==> src/core/mbrs_pkg.sv <==
/*
 Constants, register map and enumerations shared by the serial function
 handler of the stepping-motor driver.
 Assumes a single 250 MHz clock and frames already stripped of slave address
 and CRC by the surrounding serial logic.
*/
package mbrs_pkg;

   // Clock and transmission wait timing.
   localparam int CLK_PERIOD_NS    = 4;
   localparam int WAIT_UNIT_NS     = 100000;
   localparam int WAIT_UNIT_CYCLES = WAIT_UNIT_NS / CLK_PERIOD_NS;
   localparam logic [15:0] WAIT_MAX_UNITS = 16'h2710;

   // Frame buffer and query limits.
   localparam int BUF_BYTES = 26;
   localparam logic [15:0] MAX_REGS = 16'h000A;
   localparam logic [4:0]  ECHO_LEN = 5'h05;
   localparam logic [4:0]  EXC_LEN  = 5'h02;
   localparam logic [4:0]  MULTI_HDR = 5'h06;

   // Function codes and exception codes.
   localparam logic [7:0] FC_READ   = 8'h03;
   localparam logic [7:0] FC_WRITE1 = 8'h06;
   localparam logic [7:0] FC_DIAG   = 8'h08;
   localparam logic [7:0] FC_WRITEN = 8'h10;
   localparam logic [7:0] FC_EXC    = 8'h80;
   localparam logic [7:0] EXC_NONE  = 8'h00;
   localparam logic [7:0] EXC_FUNC  = 8'h01;
   localparam logic [7:0] EXC_ADDR  = 8'h02;
   localparam logic [7:0] EXC_DATA  = 8'h03;

   // Register addresses.
   localparam logic [15:0] ADDR_CMD      = 16'h001E;
   localparam logic [15:0] ADDR_FCLR     = 16'h0040;
   localparam logic [15:0] ADDR_PRESET   = 16'h0048;
   localparam logic [15:0] ADDR_CURRENT  = 16'h021E;
   localparam logic [15:0] ADDR_PROTOCOL = 16'h0380;
   localparam logic [15:0] ADDR_PARITY   = 16'h0381;
   localparam logic [15:0] ADDR_STOPBITS = 16'h0382;
   localparam logic [15:0] ADDR_TXWAIT   = 16'h0383;
   localparam logic [15:0] ADDR_START_MD = 16'h0384;
   localparam logic [15:0] ADDR_EXCITE_MD = 16'h0385;
   localparam logic [15:0] ADDR_IOSTOP_EN = 16'h0386;
   localparam logic [15:0] ADDR_DATANO_MD = 16'h0387;
   localparam logic [15:0] ADDR_HFR_MD   = 16'h0388;

   // Register indices in the storage array.
   localparam int NREG = 13;
   localparam logic [4:0] IDX_CMD = 5'h00, IDX_FCLR = 5'h01, IDX_PRESET = 5'h02;
   localparam logic [4:0] IDX_CURRENT = 5'h03, IDX_PROTOCOL = 5'h04, IDX_PARITY = 5'h05;
   localparam logic [4:0] IDX_STOPBITS = 5'h06, IDX_TXWAIT = 5'h07, IDX_START_MD = 5'h08;
   localparam logic [4:0] IDX_EXCITE_MD = 5'h09, IDX_IOSTOP_EN = 5'h0A;
   localparam logic [4:0] IDX_DATANO_MD = 5'h0B, IDX_HFR_MD = 5'h0C;
   localparam logic [4:0] IDX_NONE = 5'h1F;

   // Values after reset.
   localparam logic [15:0] RST_ZERO   = 16'h0000;
   localparam logic [15:0] RST_PARITY = 16'h0001;
   localparam logic [15:0] RST_TXWAIT = 16'h0064;

   // Command word bit positions.
   localparam int CMD_DNO_LSB = 0;
   localparam int CMD_START   = 8;
   localparam int CMD_FWD     = 9;
   localparam int CMD_RVS     = 10;
   localparam int CMD_HOME    = 11;
   localparam int CMD_STOP    = 12;
   localparam int CMD_CON     = 13;

   // Discrete pin vector positions after synchronisation.
   localparam int PIN_W      = 14;
   localparam int PIN_DNO    = 0;
   localparam int PIN_START  = 6;
   localparam int PIN_AWO    = 7;
   localparam int PIN_STOP   = 8;
   localparam int PIN_HOME   = 9;
   localparam int PIN_FWD    = 10;
   localparam int PIN_RVS    = 11;
   localparam int PIN_FCLR   = 12;
   localparam int PIN_PRESET = 13;

   typedef enum logic [2:0] {
      MBRS_RECV,
      MBRS_CHECK,
      MBRS_EXEC,
      MBRS_WAIT,
      MBRS_SEND
   } mbrs_state_e;

endpackage

==> src/core/mbrs_sync.sv <==
/*
 Three-stage synchroniser for the discrete control inputs.
 Assumes inputs arrive from pins outside the mclk domain; a change is taken
 once the second and third stages agree.
*/
`timescale 1ns/1ps
module mbrs_sync #(
   parameter int W = 1
) (
   // Clock and reset.
   input  wire logic         mclk,
   input  wire logic         nrst,
   // Data.
   input  wire logic [W-1:0] d,
   output logic      [W-1:0] q
);
   typedef struct packed {
      logic [W-1:0] s1;
      logic [W-1:0] s2;
      logic [W-1:0] s3;
      logic [W-1:0] q;
   } mbrs_sync_s;

   mbrs_sync_s s;
   mbrs_sync_s next_s;

   always_comb begin
      next_s    = s;
      next_s.s1 = d;
      next_s.s2 = s.s1;
      next_s.s3 = s.s2;
      // Stage one feeds only stage two; the filter looks at stages two and three.
      next_s.q  = (s.s2 & s.s3) | (s.q & (s.s2 ^ s.s3));
   end

   always_ff @(posedge mclk or negedge nrst) begin
      if (!nrst) begin
         s <= '0;
      end else begin
         s <= next_s;
      end
   end

   assign q = s.q;
endmodule

==> src/core/mbrs_handler.sv <==
/*
 Function handler for the serial register protocol of a stepping-motor
 driver: read, single write, diagnosis echo and multiple write, plus the
 serial framing settings and the selection of discrete or serial control.
 Assumes the serial layer delivers each query as bytes from the function code
 onward with rx_last on the final byte, after address match and CRC check, and
 appends address and CRC to each response byte stream it takes.
*/
`timescale 1ns/1ps

module mbrs_handler #(
   parameter int WAIT_UNIT_CYCLES = mbrs_pkg::WAIT_UNIT_CYCLES
) (
   // Clock and reset.
   input  wire logic       mclk,
   input  wire logic       nrst,
   // Query bytes from the serial layer.
   input  wire logic [7:0] rx_data,
   input  wire logic       rx_valid,
   input  wire logic       rx_last,
   output logic            rx_ready,
   // Response bytes to the serial layer.
   output logic [7:0]      tx_data,
   output logic            tx_valid,
   output logic            tx_last,
   input  wire logic       tx_ready,
   // Discrete control inputs.
   input  wire logic       start_input,
   input  wire logic       all_windings_off_input,
   input  wire logic       stop_input,
   input  wire logic       home_input,
   input  wire logic       forward_continuous_input,
   input  wire logic       reverse_continuous_input,
   input  wire logic       fault_clear_input,
   input  wire logic       position_load_input,
   input  wire logic [5:0] data_number_select,
   // Serial framing settings.
   output logic            gateway_protocol_sel,
   output logic [1:0]      parity_mode,
   output logic            two_stop_bits,
   // Motion commands.
   output logic            start_cmd,
   output logic            excitation_on,
   output logic            stop_cmd,
   output logic            home_cmd,
   output logic            forward_continuous_cmd,
   output logic            reverse_continuous_cmd,
   output logic            fault_clear_cmd,
   output logic            position_load_cmd,
   output logic [5:0]      data_number,
   output logic [15:0]     winding_current_setting
);
   typedef struct packed {
      mbrs_pkg::mbrs_state_e                 state;
      logic [mbrs_pkg::BUF_BYTES-1:0][7:0]   qbuf;
      logic [4:0]                            len;
      logic                                  ovf;
      logic [3:0]                            idx;
      logic [3:0]                            nreg;
      logic [15:0]                           addr;
      logic [7:0]                            exc;
      logic [mbrs_pkg::NREG-1:0][15:0]       regs;
      logic [31:0]                           tick;
      logic [15:0]                           units;
      logic [4:0]                            tx_idx;
      logic [4:0]                            tx_len;
      logic [7:0]                            tx_data;
      logic                                  fclr_pulse;
      logic                                  preset_pulse;
      logic [13:0]                           outs;
   } mbrs_main_s;

   mbrs_main_s                    s;
   mbrs_main_s                    next_s;
   logic [mbrs_pkg::PIN_W-1:0]    pin_raw;
   logic [mbrs_pkg::PIN_W-1:0]    pin;

   assign pin_raw = {position_load_input, fault_clear_input, reverse_continuous_input,
                     forward_continuous_input, home_input, stop_input,
                     all_windings_off_input, start_input, data_number_select};

   mbrs_sync #(.W(mbrs_pkg::PIN_W)) u_sync (
      .mclk (mclk),
      .nrst (nrst),
      .d    (pin_raw),
      .q    (pin)
   );

   // Maps a register address onto its storage index.
   function automatic logic [4:0] map_index(input logic [15:0] a);
      case (a)
         mbrs_pkg::ADDR_CMD:       map_index = mbrs_pkg::IDX_CMD;
         mbrs_pkg::ADDR_FCLR:      map_index = mbrs_pkg::IDX_FCLR;
         mbrs_pkg::ADDR_PRESET:    map_index = mbrs_pkg::IDX_PRESET;
         mbrs_pkg::ADDR_CURRENT:   map_index = mbrs_pkg::IDX_CURRENT;
         mbrs_pkg::ADDR_PROTOCOL:  map_index = mbrs_pkg::IDX_PROTOCOL;
         mbrs_pkg::ADDR_PARITY:    map_index = mbrs_pkg::IDX_PARITY;
         mbrs_pkg::ADDR_STOPBITS:  map_index = mbrs_pkg::IDX_STOPBITS;
         mbrs_pkg::ADDR_TXWAIT:    map_index = mbrs_pkg::IDX_TXWAIT;
         mbrs_pkg::ADDR_START_MD:  map_index = mbrs_pkg::IDX_START_MD;
         mbrs_pkg::ADDR_EXCITE_MD: map_index = mbrs_pkg::IDX_EXCITE_MD;
         mbrs_pkg::ADDR_IOSTOP_EN: map_index = mbrs_pkg::IDX_IOSTOP_EN;
         mbrs_pkg::ADDR_DATANO_MD: map_index = mbrs_pkg::IDX_DATANO_MD;
         mbrs_pkg::ADDR_HFR_MD:    map_index = mbrs_pkg::IDX_HFR_MD;
         default:                  map_index = mbrs_pkg::IDX_NONE;
      endcase
   endfunction

   // Settings outside their range are refused one by one.
   function automatic logic range_ok(input logic [4:0] k, input logic [15:0] v);
      case (k)
         mbrs_pkg::IDX_PARITY:   range_ok = (v <= 16'h0002);
         mbrs_pkg::IDX_TXWAIT:   range_ok = (v <= mbrs_pkg::WAIT_MAX_UNITS);
         mbrs_pkg::IDX_CMD, mbrs_pkg::IDX_FCLR, mbrs_pkg::IDX_PRESET,
         mbrs_pkg::IDX_CURRENT:  range_ok = 1'b1;
         default:                range_ok = (v <= 16'h0001);
      endcase
   endfunction

   // Produces response byte i from the executed query.
   function automatic logic [7:0] resp_byte(input mbrs_main_s st, input logic [4:0] i);
      logic [15:0] word;
      logic [4:0]  k;
      word = '0;
      k    = '0;
      if (st.exc != mbrs_pkg::EXC_NONE) begin
         resp_byte = (i == 5'h00) ? (st.qbuf[0] | mbrs_pkg::FC_EXC) : st.exc;
      end else if (st.qbuf[0] == mbrs_pkg::FC_READ) begin
         if (i == 5'h00) begin
            resp_byte = st.qbuf[0];
         end else if (i == 5'h01) begin
            resp_byte = {3'h0, st.nreg, 1'b0};
         end else begin
            // Upper byte first, registers in ascending order.
            k    = map_index(st.addr + 16'((i - 5'h02) >> 1));
            word = (k < 5'(mbrs_pkg::NREG)) ? st.regs[k] : 16'h0000;
            resp_byte = i[0] ? word[7:0] : word[15:8];
         end
      end else begin
         resp_byte = st.qbuf[i];
      end
   endfunction

   always_comb begin
      logic [15:0] cnt;
      logic [15:0] val;
      logic [4:0]  k;
      logic [4:0]  p;
      logic        done;
      cnt  = {s.qbuf[3], s.qbuf[4]};
      val  = '0;
      k    = '0;
      p    = '0;
      done = 1'b0;
      next_s              = s;
      next_s.fclr_pulse   = 1'b0;
      next_s.preset_pulse = 1'b0;
      unique case (s.state)
         mbrs_pkg::MBRS_RECV: begin
            if (rx_valid) begin
               if (s.len < 5'(mbrs_pkg::BUF_BYTES)) begin
                  next_s.qbuf[s.len] = rx_data;
                  next_s.len         = s.len + 5'h01;
               end else begin
                  next_s.ovf = 1'b1;
               end
               if (rx_last) begin
                  next_s.state = mbrs_pkg::MBRS_CHECK;
               end
            end
         end
         mbrs_pkg::MBRS_CHECK: begin
            next_s.addr   = {s.qbuf[1], s.qbuf[2]};
            next_s.idx    = '0;
            next_s.exc    = mbrs_pkg::EXC_NONE;
            next_s.tx_len = mbrs_pkg::ECHO_LEN;
            next_s.state  = mbrs_pkg::MBRS_EXEC;
            case (s.qbuf[0])
               mbrs_pkg::FC_READ: begin
                  if (cnt == 16'h0000 || cnt > mbrs_pkg::MAX_REGS ||
                      s.len != mbrs_pkg::ECHO_LEN) begin
                     next_s.exc = mbrs_pkg::EXC_DATA;
                  end
                  next_s.nreg   = cnt[3:0];
                  next_s.tx_len = 5'h02 + {cnt[3:0], 1'b0};
               end
               mbrs_pkg::FC_WRITE1: begin
                  next_s.nreg = 4'h1;
                  if (s.len != mbrs_pkg::ECHO_LEN) begin
                     next_s.exc = mbrs_pkg::EXC_DATA;
                  end
               end
               mbrs_pkg::FC_DIAG: begin
                  // Only the subfunction word is judged; the data word is echoed as sent.
                  if (s.qbuf[1] != 8'h00 || s.qbuf[2] != 8'h00) begin
                     next_s.exc = mbrs_pkg::EXC_FUNC;
                  end else if (s.len != mbrs_pkg::ECHO_LEN) begin
                     next_s.exc = mbrs_pkg::EXC_DATA;
                  end
                  next_s.state = mbrs_pkg::MBRS_WAIT;
               end
               mbrs_pkg::FC_WRITEN: begin
                  next_s.nreg = cnt[3:0];
                  if (cnt == 16'h0000 || cnt > mbrs_pkg::MAX_REGS || s.ovf ||
                      s.qbuf[5] != {cnt[6:0], 1'b0} ||
                      s.len != mbrs_pkg::MULTI_HDR + {cnt[3:0], 1'b0}) begin
                     next_s.exc = mbrs_pkg::EXC_DATA;
                  end
               end
               default: next_s.exc = mbrs_pkg::EXC_FUNC;
            endcase
            if (next_s.exc != mbrs_pkg::EXC_NONE) begin
               next_s.tx_len = mbrs_pkg::EXC_LEN;
               next_s.state  = mbrs_pkg::MBRS_WAIT;
            end
            // Gateway protocol frames are not served here and get no reply.
            if (s.regs[mbrs_pkg::IDX_PROTOCOL][0]) begin
               next_s.state = mbrs_pkg::MBRS_RECV;
               next_s.len   = '0;
               next_s.ovf   = 1'b0;
            end
            next_s.units = s.regs[mbrs_pkg::IDX_TXWAIT];
            next_s.tick  = '0;
         end
         mbrs_pkg::MBRS_EXEC: begin
            // One register per cycle in ascending address order.
            k    = map_index(s.addr + 16'(s.idx));
            p    = 5'h06 + {s.idx, 1'b0};
            val  = (s.qbuf[0] == mbrs_pkg::FC_WRITE1) ? cnt : {s.qbuf[p], s.qbuf[p + 5'h01]};
            done = (s.idx + 4'h1 == s.nreg);
            if (k == mbrs_pkg::IDX_NONE) begin
               next_s.exc = mbrs_pkg::EXC_ADDR;
               done       = 1'b1;
            end else if (s.qbuf[0] != mbrs_pkg::FC_READ) begin
               if (range_ok(k, val)) begin
                  next_s.regs[k] = val;
                  next_s.fclr_pulse   = (k == mbrs_pkg::IDX_FCLR) && val[0];
                  next_s.preset_pulse = (k == mbrs_pkg::IDX_PRESET) && val[0];
               end else begin
                  // Earlier and later registers of the query stay written.
                  next_s.exc = mbrs_pkg::EXC_DATA;
               end
            end
            next_s.idx = s.idx + 4'h1;
            if (done) begin
               next_s.state = mbrs_pkg::MBRS_WAIT;
               if (next_s.exc != mbrs_pkg::EXC_NONE) begin
                  next_s.tx_len = mbrs_pkg::EXC_LEN;
               end
            end
         end
         mbrs_pkg::MBRS_WAIT: begin
            if (s.units == 16'h0000) begin
               next_s.state   = mbrs_pkg::MBRS_SEND;
               next_s.tx_idx  = '0;
               next_s.tx_data = resp_byte(s, 5'h00);
            end else if (s.tick == 32'(WAIT_UNIT_CYCLES - 1)) begin
               next_s.tick  = '0;
               next_s.units = s.units - 16'h0001;
            end else begin
               next_s.tick = s.tick + 32'h1;
            end
         end
         mbrs_pkg::MBRS_SEND: begin
            if (tx_ready) begin
               if (s.tx_idx + 5'h01 == s.tx_len) begin
                  next_s.state = mbrs_pkg::MBRS_RECV;
                  next_s.len   = '0;
                  next_s.ovf   = 1'b0;
               end else begin
                  next_s.tx_idx  = s.tx_idx + 5'h01;
                  next_s.tx_data = resp_byte(s, s.tx_idx + 5'h01);
               end
            end
         end
      endcase

      // Control source selection; mode value 0 keeps the discrete pin, except stop, where IDX_IOSTOP_EN value 0 ignores the stop pin.
      next_s.outs[0] = s.regs[mbrs_pkg::IDX_START_MD][0] ?
                       s.regs[mbrs_pkg::IDX_CMD][mbrs_pkg::CMD_START] :
                       pin[mbrs_pkg::PIN_START];
      next_s.outs[1] = s.regs[mbrs_pkg::IDX_EXCITE_MD][0] ?
                       s.regs[mbrs_pkg::IDX_CMD][mbrs_pkg::CMD_CON] :
                       !pin[mbrs_pkg::PIN_AWO];
      next_s.outs[2] = s.regs[mbrs_pkg::IDX_CMD][mbrs_pkg::CMD_STOP] |
                       (s.regs[mbrs_pkg::IDX_IOSTOP_EN][0] & pin[mbrs_pkg::PIN_STOP]);
      next_s.outs[3] = s.regs[mbrs_pkg::IDX_HFR_MD][0] ?
                       s.regs[mbrs_pkg::IDX_CMD][mbrs_pkg::CMD_HOME] :
                       pin[mbrs_pkg::PIN_HOME];
      next_s.outs[4] = s.regs[mbrs_pkg::IDX_HFR_MD][0] ?
                       s.regs[mbrs_pkg::IDX_CMD][mbrs_pkg::CMD_FWD] :
                       pin[mbrs_pkg::PIN_FWD];
      next_s.outs[5] = s.regs[mbrs_pkg::IDX_HFR_MD][0] ?
                       s.regs[mbrs_pkg::IDX_CMD][mbrs_pkg::CMD_RVS] :
                       pin[mbrs_pkg::PIN_RVS];
      next_s.outs[6] = pin[mbrs_pkg::PIN_FCLR] | s.fclr_pulse;
      next_s.outs[7] = pin[mbrs_pkg::PIN_PRESET] | s.preset_pulse;
      next_s.outs[13:8] = s.regs[mbrs_pkg::IDX_DATANO_MD][0] ?
                          s.regs[mbrs_pkg::IDX_CMD][mbrs_pkg::CMD_DNO_LSB +: 6] :
                          pin[mbrs_pkg::PIN_DNO +: 6];
   end

   always_ff @(posedge mclk or negedge nrst) begin
      if (!nrst) begin
         s                             <= '0;
         s.state                       <= mbrs_pkg::MBRS_RECV;
         s.regs[mbrs_pkg::IDX_PARITY]  <= mbrs_pkg::RST_PARITY;
         s.regs[mbrs_pkg::IDX_TXWAIT]  <= mbrs_pkg::RST_TXWAIT;
         s.regs[mbrs_pkg::IDX_STOPBITS] <= mbrs_pkg::RST_ZERO;
         s.regs[mbrs_pkg::IDX_PROTOCOL] <= mbrs_pkg::RST_ZERO;
      end else begin
         s <= next_s;
      end
   end

   assign rx_ready                = (s.state == mbrs_pkg::MBRS_RECV);
   assign tx_valid                = (s.state == mbrs_pkg::MBRS_SEND);
   assign tx_last                 = tx_valid && (s.tx_idx + 5'h01 == s.tx_len);
   assign tx_data                 = s.tx_data;
   assign gateway_protocol_sel    = s.regs[mbrs_pkg::IDX_PROTOCOL][0];
   assign parity_mode             = s.regs[mbrs_pkg::IDX_PARITY][1:0];
   assign two_stop_bits           = s.regs[mbrs_pkg::IDX_STOPBITS][0];
   assign start_cmd               = s.outs[0];
   assign excitation_on           = s.outs[1];
   assign stop_cmd                = s.outs[2];
   assign home_cmd                = s.outs[3];
   assign forward_continuous_cmd  = s.outs[4];
   assign reverse_continuous_cmd  = s.outs[5];
   assign fault_clear_cmd         = s.outs[6];
   assign position_load_cmd       = s.outs[7];
   assign data_number             = s.outs[13:8];
   assign winding_current_setting = s.regs[mbrs_pkg::IDX_CURRENT];
endmodule

==> config.mk <==
export PLATFORM = sky130hd
export DESIGN_NAME = mbrs_handler
export DESIGN_NICKNAME = d
export VERILOG_FILES = /design/src/core/mbrs_pkg.sv /design/src/core/mbrs_sync.sv /design/src/core/mbrs_handler.sv
export SDC_FILE = /design/constraint.sdc
export NUM_CORES = 1
export LEC_CHECK = 0
export BUFFER_PORTS_ARGS = -buffer_cell sky130_fd_sc_hd__clkbuf_2
export CAP_MARGIN = 15
export CELL_PAD_IN_SITES_DETAIL_PLACEMENT = 0
export CELL_PAD_IN_SITES_GLOBAL_PLACEMENT = 2
export CORE_MARGIN = 5
export CORE_UTILIZATION = 39
export CTS_CLUSTER_SIZE = 20
export DETAILED_ROUTE_END_ITERATION = 8
export GPL_ROUTABILITY_DRIVEN = 0
export HOLD_SLACK_MARGIN = 0.05
export MAX_ROUTING_LAYER = met4
export PLACE_DENSITY_LB_ADDON = 0.1
export SLEW_MARGIN = 0
export SYNTH_ARGS = -nofsm -noshare
export SYNTH_HDL_FRONTEND = slang
export SYNTH_SLANG_ARGS = --single-unit
==> constraint.sdc <==
create_clock -name mclk -period 8.99 [get_ports mclk]
set_input_delay 1.3485 -clock mclk [delete_from_list [all_inputs] [get_ports mclk]]
set_output_delay 1.3485 -clock mclk [all_outputs]
set_load 0.05 [all_outputs]
Word level (Yosys, flattened, before mapping)
Index checks and enable logic that the tools add are counted.
{"block": "classes", "addsub": 12, "n_lt_le_gt_ge": 14, "eq_ne": 61, "muxes": 96, "bitwise_logic": 9, "reduce_logical": 39}
{"operator": "$bwmux W208", "n": 2}
{"operator": "$eq A16 B10 Y1 const B", "n": 20}
{"operator": "$mux W217", "n": 1}
{"operator": "$mux W216", "n": 1}
{"operator": "$mux W213", "n": 1}
{"operator": "$mux W208", "n": 1}
{"operator": "$mux W8", "n": 18}
{"operator": "$pmux W5 S13", "n": 2}
{"operator": "$bmux W8 S5", "n": 3}
{"operator": "$pmux W48 S2", "n": 1}
{"operator": "$mux W16", "n": 5}
{"operator": "$mux W5", "n": 15}
{"operator": "$bmux W16 S4", "n": 1}
{"operator": "$demux W16 S4", "n": 1}
{"operator": "$eq A16 B7 Y1 const B", "n": 4}
{"operator": "$mux W48", "n": 1}
{"operator": "$demux W8 S5", "n": 1}
{"operator": "$reduce_bool A8 Y1", "n": 5}
{"operator": "$add A32 B1 Y32 const B", "n": 1}
{"operator": "$eq A16 B5 Y1 const B", "n": 2}
{"operator": "$eq A32 B15 Y1 const B", "n": 1}
{"operator": "$logic_not A16 Y1", "n": 2}
{"operator": "$mux W32", "n": 1}
{"operator": "$pmux W8 S2", "n": 2}
{"operator": "other kinds (64)", "n": 139}
{"block": "word_totals", "reg_bits": 595, "input_bits": 27, "out_inout_bits": 45, "word_cells": 289}

Depth between registers and ports, before layout
{"block": "depth", "depth_word": 23, "depth_mapped": 30, "depth_no_buf": 18}

Cells and area by module
From an unflattened synthesis, not the netlist that was laid out.
{"block": "unflattened", "hier_cells": 2759, "hier_area_um2": 30933.4}
{"mod": "mbrs_handler", "n_inst": 1, "cells_each": 2661, "area_per_inst_um2": 29146.7, "seq_area_each_um2": 13492.9}
{"mod": "mbrs_sync", "n_inst": 1, "cells_each": 98, "area_per_inst_um2": 1786.7, "seq_area_each_um2": 1401.3}

Worst setup path after synthesis
Ideal clock, no wire load.
{"block": "synth_path", "path_kind": "register to register", "from": "reg s[29] in the netlist's numbering", "to": "reg s, in the netlist tx_data[5]", "setup_ns": 0.120, "arrival_time_ns": 8.367, "setup_slack_ns": 0.503, "path_stages_with_launch": 29, "synth_period_minus_slack_ns": 8.487, "cell_sequence": "dfrtp_1 clkbuf_1 buf_1 clkbuf_1 clkbuf_1 clkinv_1 ha_1 clkbuf_1 buf_1 clkbuf_1 clkbuf_1 inv_1 ha_1 and3_1 ha_1 a21o_1 or3_1 nor3_1 nor3_1 nor3_1 nand2_1 buf_2 a2111o_1 and2_1 buf_2 a221oi_1 o21ai_0 a211o_1 a31o_2"}
{"block": "synth_via", "elab_chain_len": 23, "elab_cells_between_ends": 44}
{"item": "start: declaration", "line": "mbrs_handler.sv:73", "text": "mbrs_main_s s;"}
{"item": "start signal: assignment", "line": "mbrs_handler.sv:312", "text": "s <= next_s;"}
{"item": "$add A5 B1 Y5 (*)", "line": "mbrs_handler.sv:266, mbrs_handler.sv:272"}
{"item": "$sub A5 B2 Y6", "line": "mbrs_handler.sv:135", "text": "k = map_index(st.addr + 16'((i - 5'h02) >> 1));"}
{"item": "$add A16 B15 Y16", "line": "mbrs_handler.sv:135"}
{"item": "$eq A16 B10 Y1, or another cell as far along", "line": "mbrs_handler.sv:91", "text": "case (a)"}
{"item": "$pmux W5 S13", "line": "mbrs_handler.sv:91"}
{"item": "$mux W5", "line": "mbrs_handler.sv:131", "text": "end else if (i == 5'h01) begin"}
{"item": "$mux W5", "line": "mbrs_handler.sv:129", "text": "if (i == 5'h00) begin"}
{"item": "$mux W5", "line": "mbrs_handler.sv:128", "text": "end else if (st.qbuf[0] == mbrs_pkg::FC_READ) begin"}
{"item": "[7 not listed]"}
{"item": "$mux W8", "line": "mbrs_handler.sv:137", "text": "resp_byte = i[0] ? word[7:0] : word[15:8];"}
{"item": "$mux W8", "line": "mbrs_handler.sv:131"}
{"item": "$mux W8", "line": "mbrs_handler.sv:129"}
{"item": "$mux W8", "line": "mbrs_handler.sv:128"}
{"item": "$mux W8", "line": "mbrs_handler.sv:126", "text": "if (st.exc != mbrs_pkg::EXC_NONE) begin"}
{"item": "$mux W8", "line": "mbrs_handler.sv:266", "text": "if (s.tx_idx + 5'h01 == s.tx_len) begin"}
{"item": "$mux W8", "line": "mbrs_handler.sv:265", "text": "if (tx_ready) begin"}
{"item": "$pmux W8 S2", "line": "mbrs_handler.sv:158", "text": "unique case (s.state)"}
Every way passes the cells marked *; elsewhere a longest branch is shown, timed or not. The select of a mux whose other input is x is not followed.
A chain may end at the register's enable or synchronous reset.

Final worst setup path
{"block": "layout_path", "from": "reg s[29] in the netlist's numbering", "to": "reg s, in the netlist tx_data[7]"}
Same word-level chain as after synthesis.

==> results.md <==
* Status: finished clean
* GRT Util Overall at 25.17%
* Cell accounting for the most synthesized area: dfrtp_1
* Synth cell types at around 110
* Final Cell Area at between 30000 and 40000 sq um
* Psw at a little over 4000 uW
* Post-route ant nets at 0
* Sequential share of the synthesized area at 47.11%
* Via density per instance at 5.920
* IO buf count at 71
* Global route total overflow at 0
* RSZ-0062 raised after global routing: no
* Final hold slack at around 340 ps
* Cell count after synthesis at 2759
* Fin nets at between 2000 and 3000
* Setup Fix Bufs, Post-CTS at 0
* Height of the chip at 294.7 um
* Data required, critical path at 9500 ps
* Clock Sinks at about 600
* Worst-Skew Late Latency at ~640 ps
* Hold wc startpoint: u_sync.next_s[31]
* Vias in the first global route at 23256
* Synth Register Bits at 595
* Fin. Hold Viols at 0
* Metal3 WL at 5.227 mm
* Synth top area cells: dfrtp_1 (47%), mux2_2 (9.8%), mux4_2 (7.5%), nand2_1 (3.0%), o21ai_0 (2.5%)
* Count leader, synth: dfrtp_1
* Worst-case clock buffer depth at 3
* Crit path max-delay family: simple AND/OR/NAND/NOR gates
* R2R Setup Slk at 1320 ps
* Post-synth top cells: dfrtp_1 (591), mux2_2 (276), nand2_1 (255)
* Clock transition at path regs at 60 ps
* Avg Cell Area, Syn at 11.46 sq um
* Met2 wire len at 50.41 mm
* Initial core utilization at 39.31%
* Hold Path Class: register to register
* Total wire length at 106.9 mm
* Worst EP arrival at 8180 ps
* First-pass DRT Iterations at 6
* Largest stage delay, worst path at 640 ps
* Synth warnings at 0
* CP Launch Type: register
* P_leak at 0.01591 uW
* H-tree levels at 3
* Clock share of power at 28.8%
* Pint at 6093 uW
* Min Tclk post-route at ~7700 ps
* DIE WIDTH at 294.7 um
* RR Startpoint: s[29]
* Filler Cell Count at 7523
* Wire per inst at 27.42 um
* Post-route DRC at 0
* HPWL Detailed at 75.79 mm
* Peak supply drop at ~0.19 mV
* Post-synth EDFFs at 0
* Worst Setup Path Type: register to register
* First DRT Iteration DRCs at 1778
* Cell area after synthesis at 31620 sq um
* Worst-case reg-to-reg path depth at 20
* Core ar. at ~80000 sq um
* Share of power burned in registers at 35.8%
* First-pass GRT wire length at 160.3 mm
* Area delta synth->final at 11.76%
* Fmax at 130.4 MHz
* Crit-path cells: ha_1 -> xor2_2 -> buf_4 -> inv_1 -> ha_1 -> and3_1 -> ha_1 -> a21o_1 -> o211a_1 -> or4_1 -> a221oi_1 -> nand4_1 -> buf_4 -> a2111o_1 -> buf_4 -> and2_1 -> a221oi_1 -> a211oi_1 -> a2111oi_0 -> nor3_1
* Combinational power share at 35.4%
* Largest net degree at the start of global routing at ~180
* Post-synth ARST share at 100.0%
* Num CTS Buffers at 71
* Clock skew at 44.08 ps
* TNS Setup at 0 ps
* Crit path capture type: register
* Worst hold stages at 0
* Pwr per Cell Area at 287.5 nW/um^2
* Share of layout cells above drive strength 1 at 25.23%
* Post-cts sizing count at 0
* I/O pin cnt at 72
* Synth Net Count at approximately 2800
* MaxCap Viol Count at 0
* Slew margin rel. at 17.65%
* Max Used Layer: met4
* Period Utilization, post-route at a little under nine tenths
* Vias at 23088
* CTS tree: built
* Post-place instance area at 32870 sq um
* Crit path buf inv count at 4
* Final setup viols at 0
* WL met1 at 47.99 mm
* Dominant synthesized flop cell: dfrtp_1
* Hold_buf cts at 0
* Die area at 86860 sq um
* Site Rows at 104
* Reg2reg end: tx_data[7]
* Clock root buffer: clkbuf_16
* Worst-path fanout max at 29
* Crit-path slowest cell: dfrtp_4
* Final Slew Violations at 0
* Post-synth top area share at a little under half
* Slew @ Worst Pin at ~1200 ps
* Antenna violations before repair at 4
* Net Sw Frac at 40.02%
* Worst Hold Path EP: u_sync.next_s[17]
-- per-layer routing --
metal / track usage [%] / up-vias
li1: - / 10166
met1: 34.77 / 12027
met2: 39.34 / 715
met3: 3.285 / 180
met4: 7.216 / 0
met5: - / -
-- kinds of logic after synthesis --
kind of cell / Yosys count / share of synthesized area, %
xor+xnor: 68 / 1.884
flops: 595 / 47.11
buf+inv: 228 / 3.566
fa+ha+maj: 49 / 1.987
mux: 463 / 20.24
simple gates: 824 / 13.85
compound gates: 532 / 11.37
-- worst max path at each step --
| stage | from | depth (start not counted) | slack (ps) | end |
|---|---|---|---|---|
| after CTS | s[29] | 19 | 1370 | tx_data[5] |
| after floorplan | s[29] | 28 | 500 | tx_data[5] |
| after global routing | s[29] | 19 | 850 | tx_data[7] |
| after detailed placement | s[29] | 19 | 1390 | tx_data[5] |
| after global placement | s[29] | 19 | 1430 | tx_data[7] |
| final | s[29] | 20 | 1320 | tx_data[7] |
-- power by group through the flow --
| stage | sequential [uW] | combinational (uW) | clock (uW) |
|---|---|---|---|
| floorplan | 3370 | 2450 | 0 |
| global placement | 3660 | 3520 | 0 |
| detailed placement | 3670 | 3560 | 0 |
| CTS | 3630 | 3580 | 3000 |
| global route | 3680 | 3860 | 3100 |
| finish | 3630 | 3600 | 2930 |
-- area by class of cell --
cell class / instances / area [sq um] / share of cell area [%]
multi-input cells: 1936 / 15640 / 44.25
flip-flops and latches: 595 / 14900 / 42.18
clock buffers: 103 / 2077 / 5.878
well taps: 1060 / 1326 / 3.754
repair buffers: 133 / 879.6 / 2.489
clock inverters: 26 / 339.1 / 0.9597
inverters: 45 / 168.9 / 0.4781
diodes: 2 / 5.005 / 0.01416
-- per-stage QoR --
step	total power (uW)	setup slack (ps)	util, %	std cells
floorplan	5813	502.9	-	2759
global placement	7182	1428	40.88	3767
detailed placement	7230	1387	40.88	3767
CTS	10200	1365	43.88	3896
global route	10640	849.9	43.94	3900
finish	10160	1323	43.94	3900
-- cell usage in the layout (no fill, tap or decap), types with 22 or more instances in the layout --
cell type  count
nor2_1       147
mux2i_1       71
ha_1          45
a21oi_1       97
nand3_1       52
nand2_1      255
mux2_2       276
or3_1         23
inv_1         44
clkbuf_16     71
clkbuf_2      70
mux4_2       105
a21o_1        31
and3_1        25
nor4_1        22
nor3_1        52
xor2_1        38
o21ai_0      157
and2b_1       23
buf_4         58
dfrtp_1      589
xnor2_1       27
nor2b_1       95
-- worst register-to-register path: stages (launching register included) --
cell and delay [ps]:
dfrtp_4 640, ha_1 340, xor2_2 160, buf_4 230, inv_1 530, ha_1 290, and3_1 460, ha_1 420
a21o_1 250, o211a_1 260, or4_1 540, a221oi_1 290, nand4_1 550, buf_4 390, a2111o_1 300, buf_4 270
and2_1 560, a221oi_1 430, a211oi_1 130, a2111oi_0 430, nor3_1 80
Power figures use the tool's default switching activity.
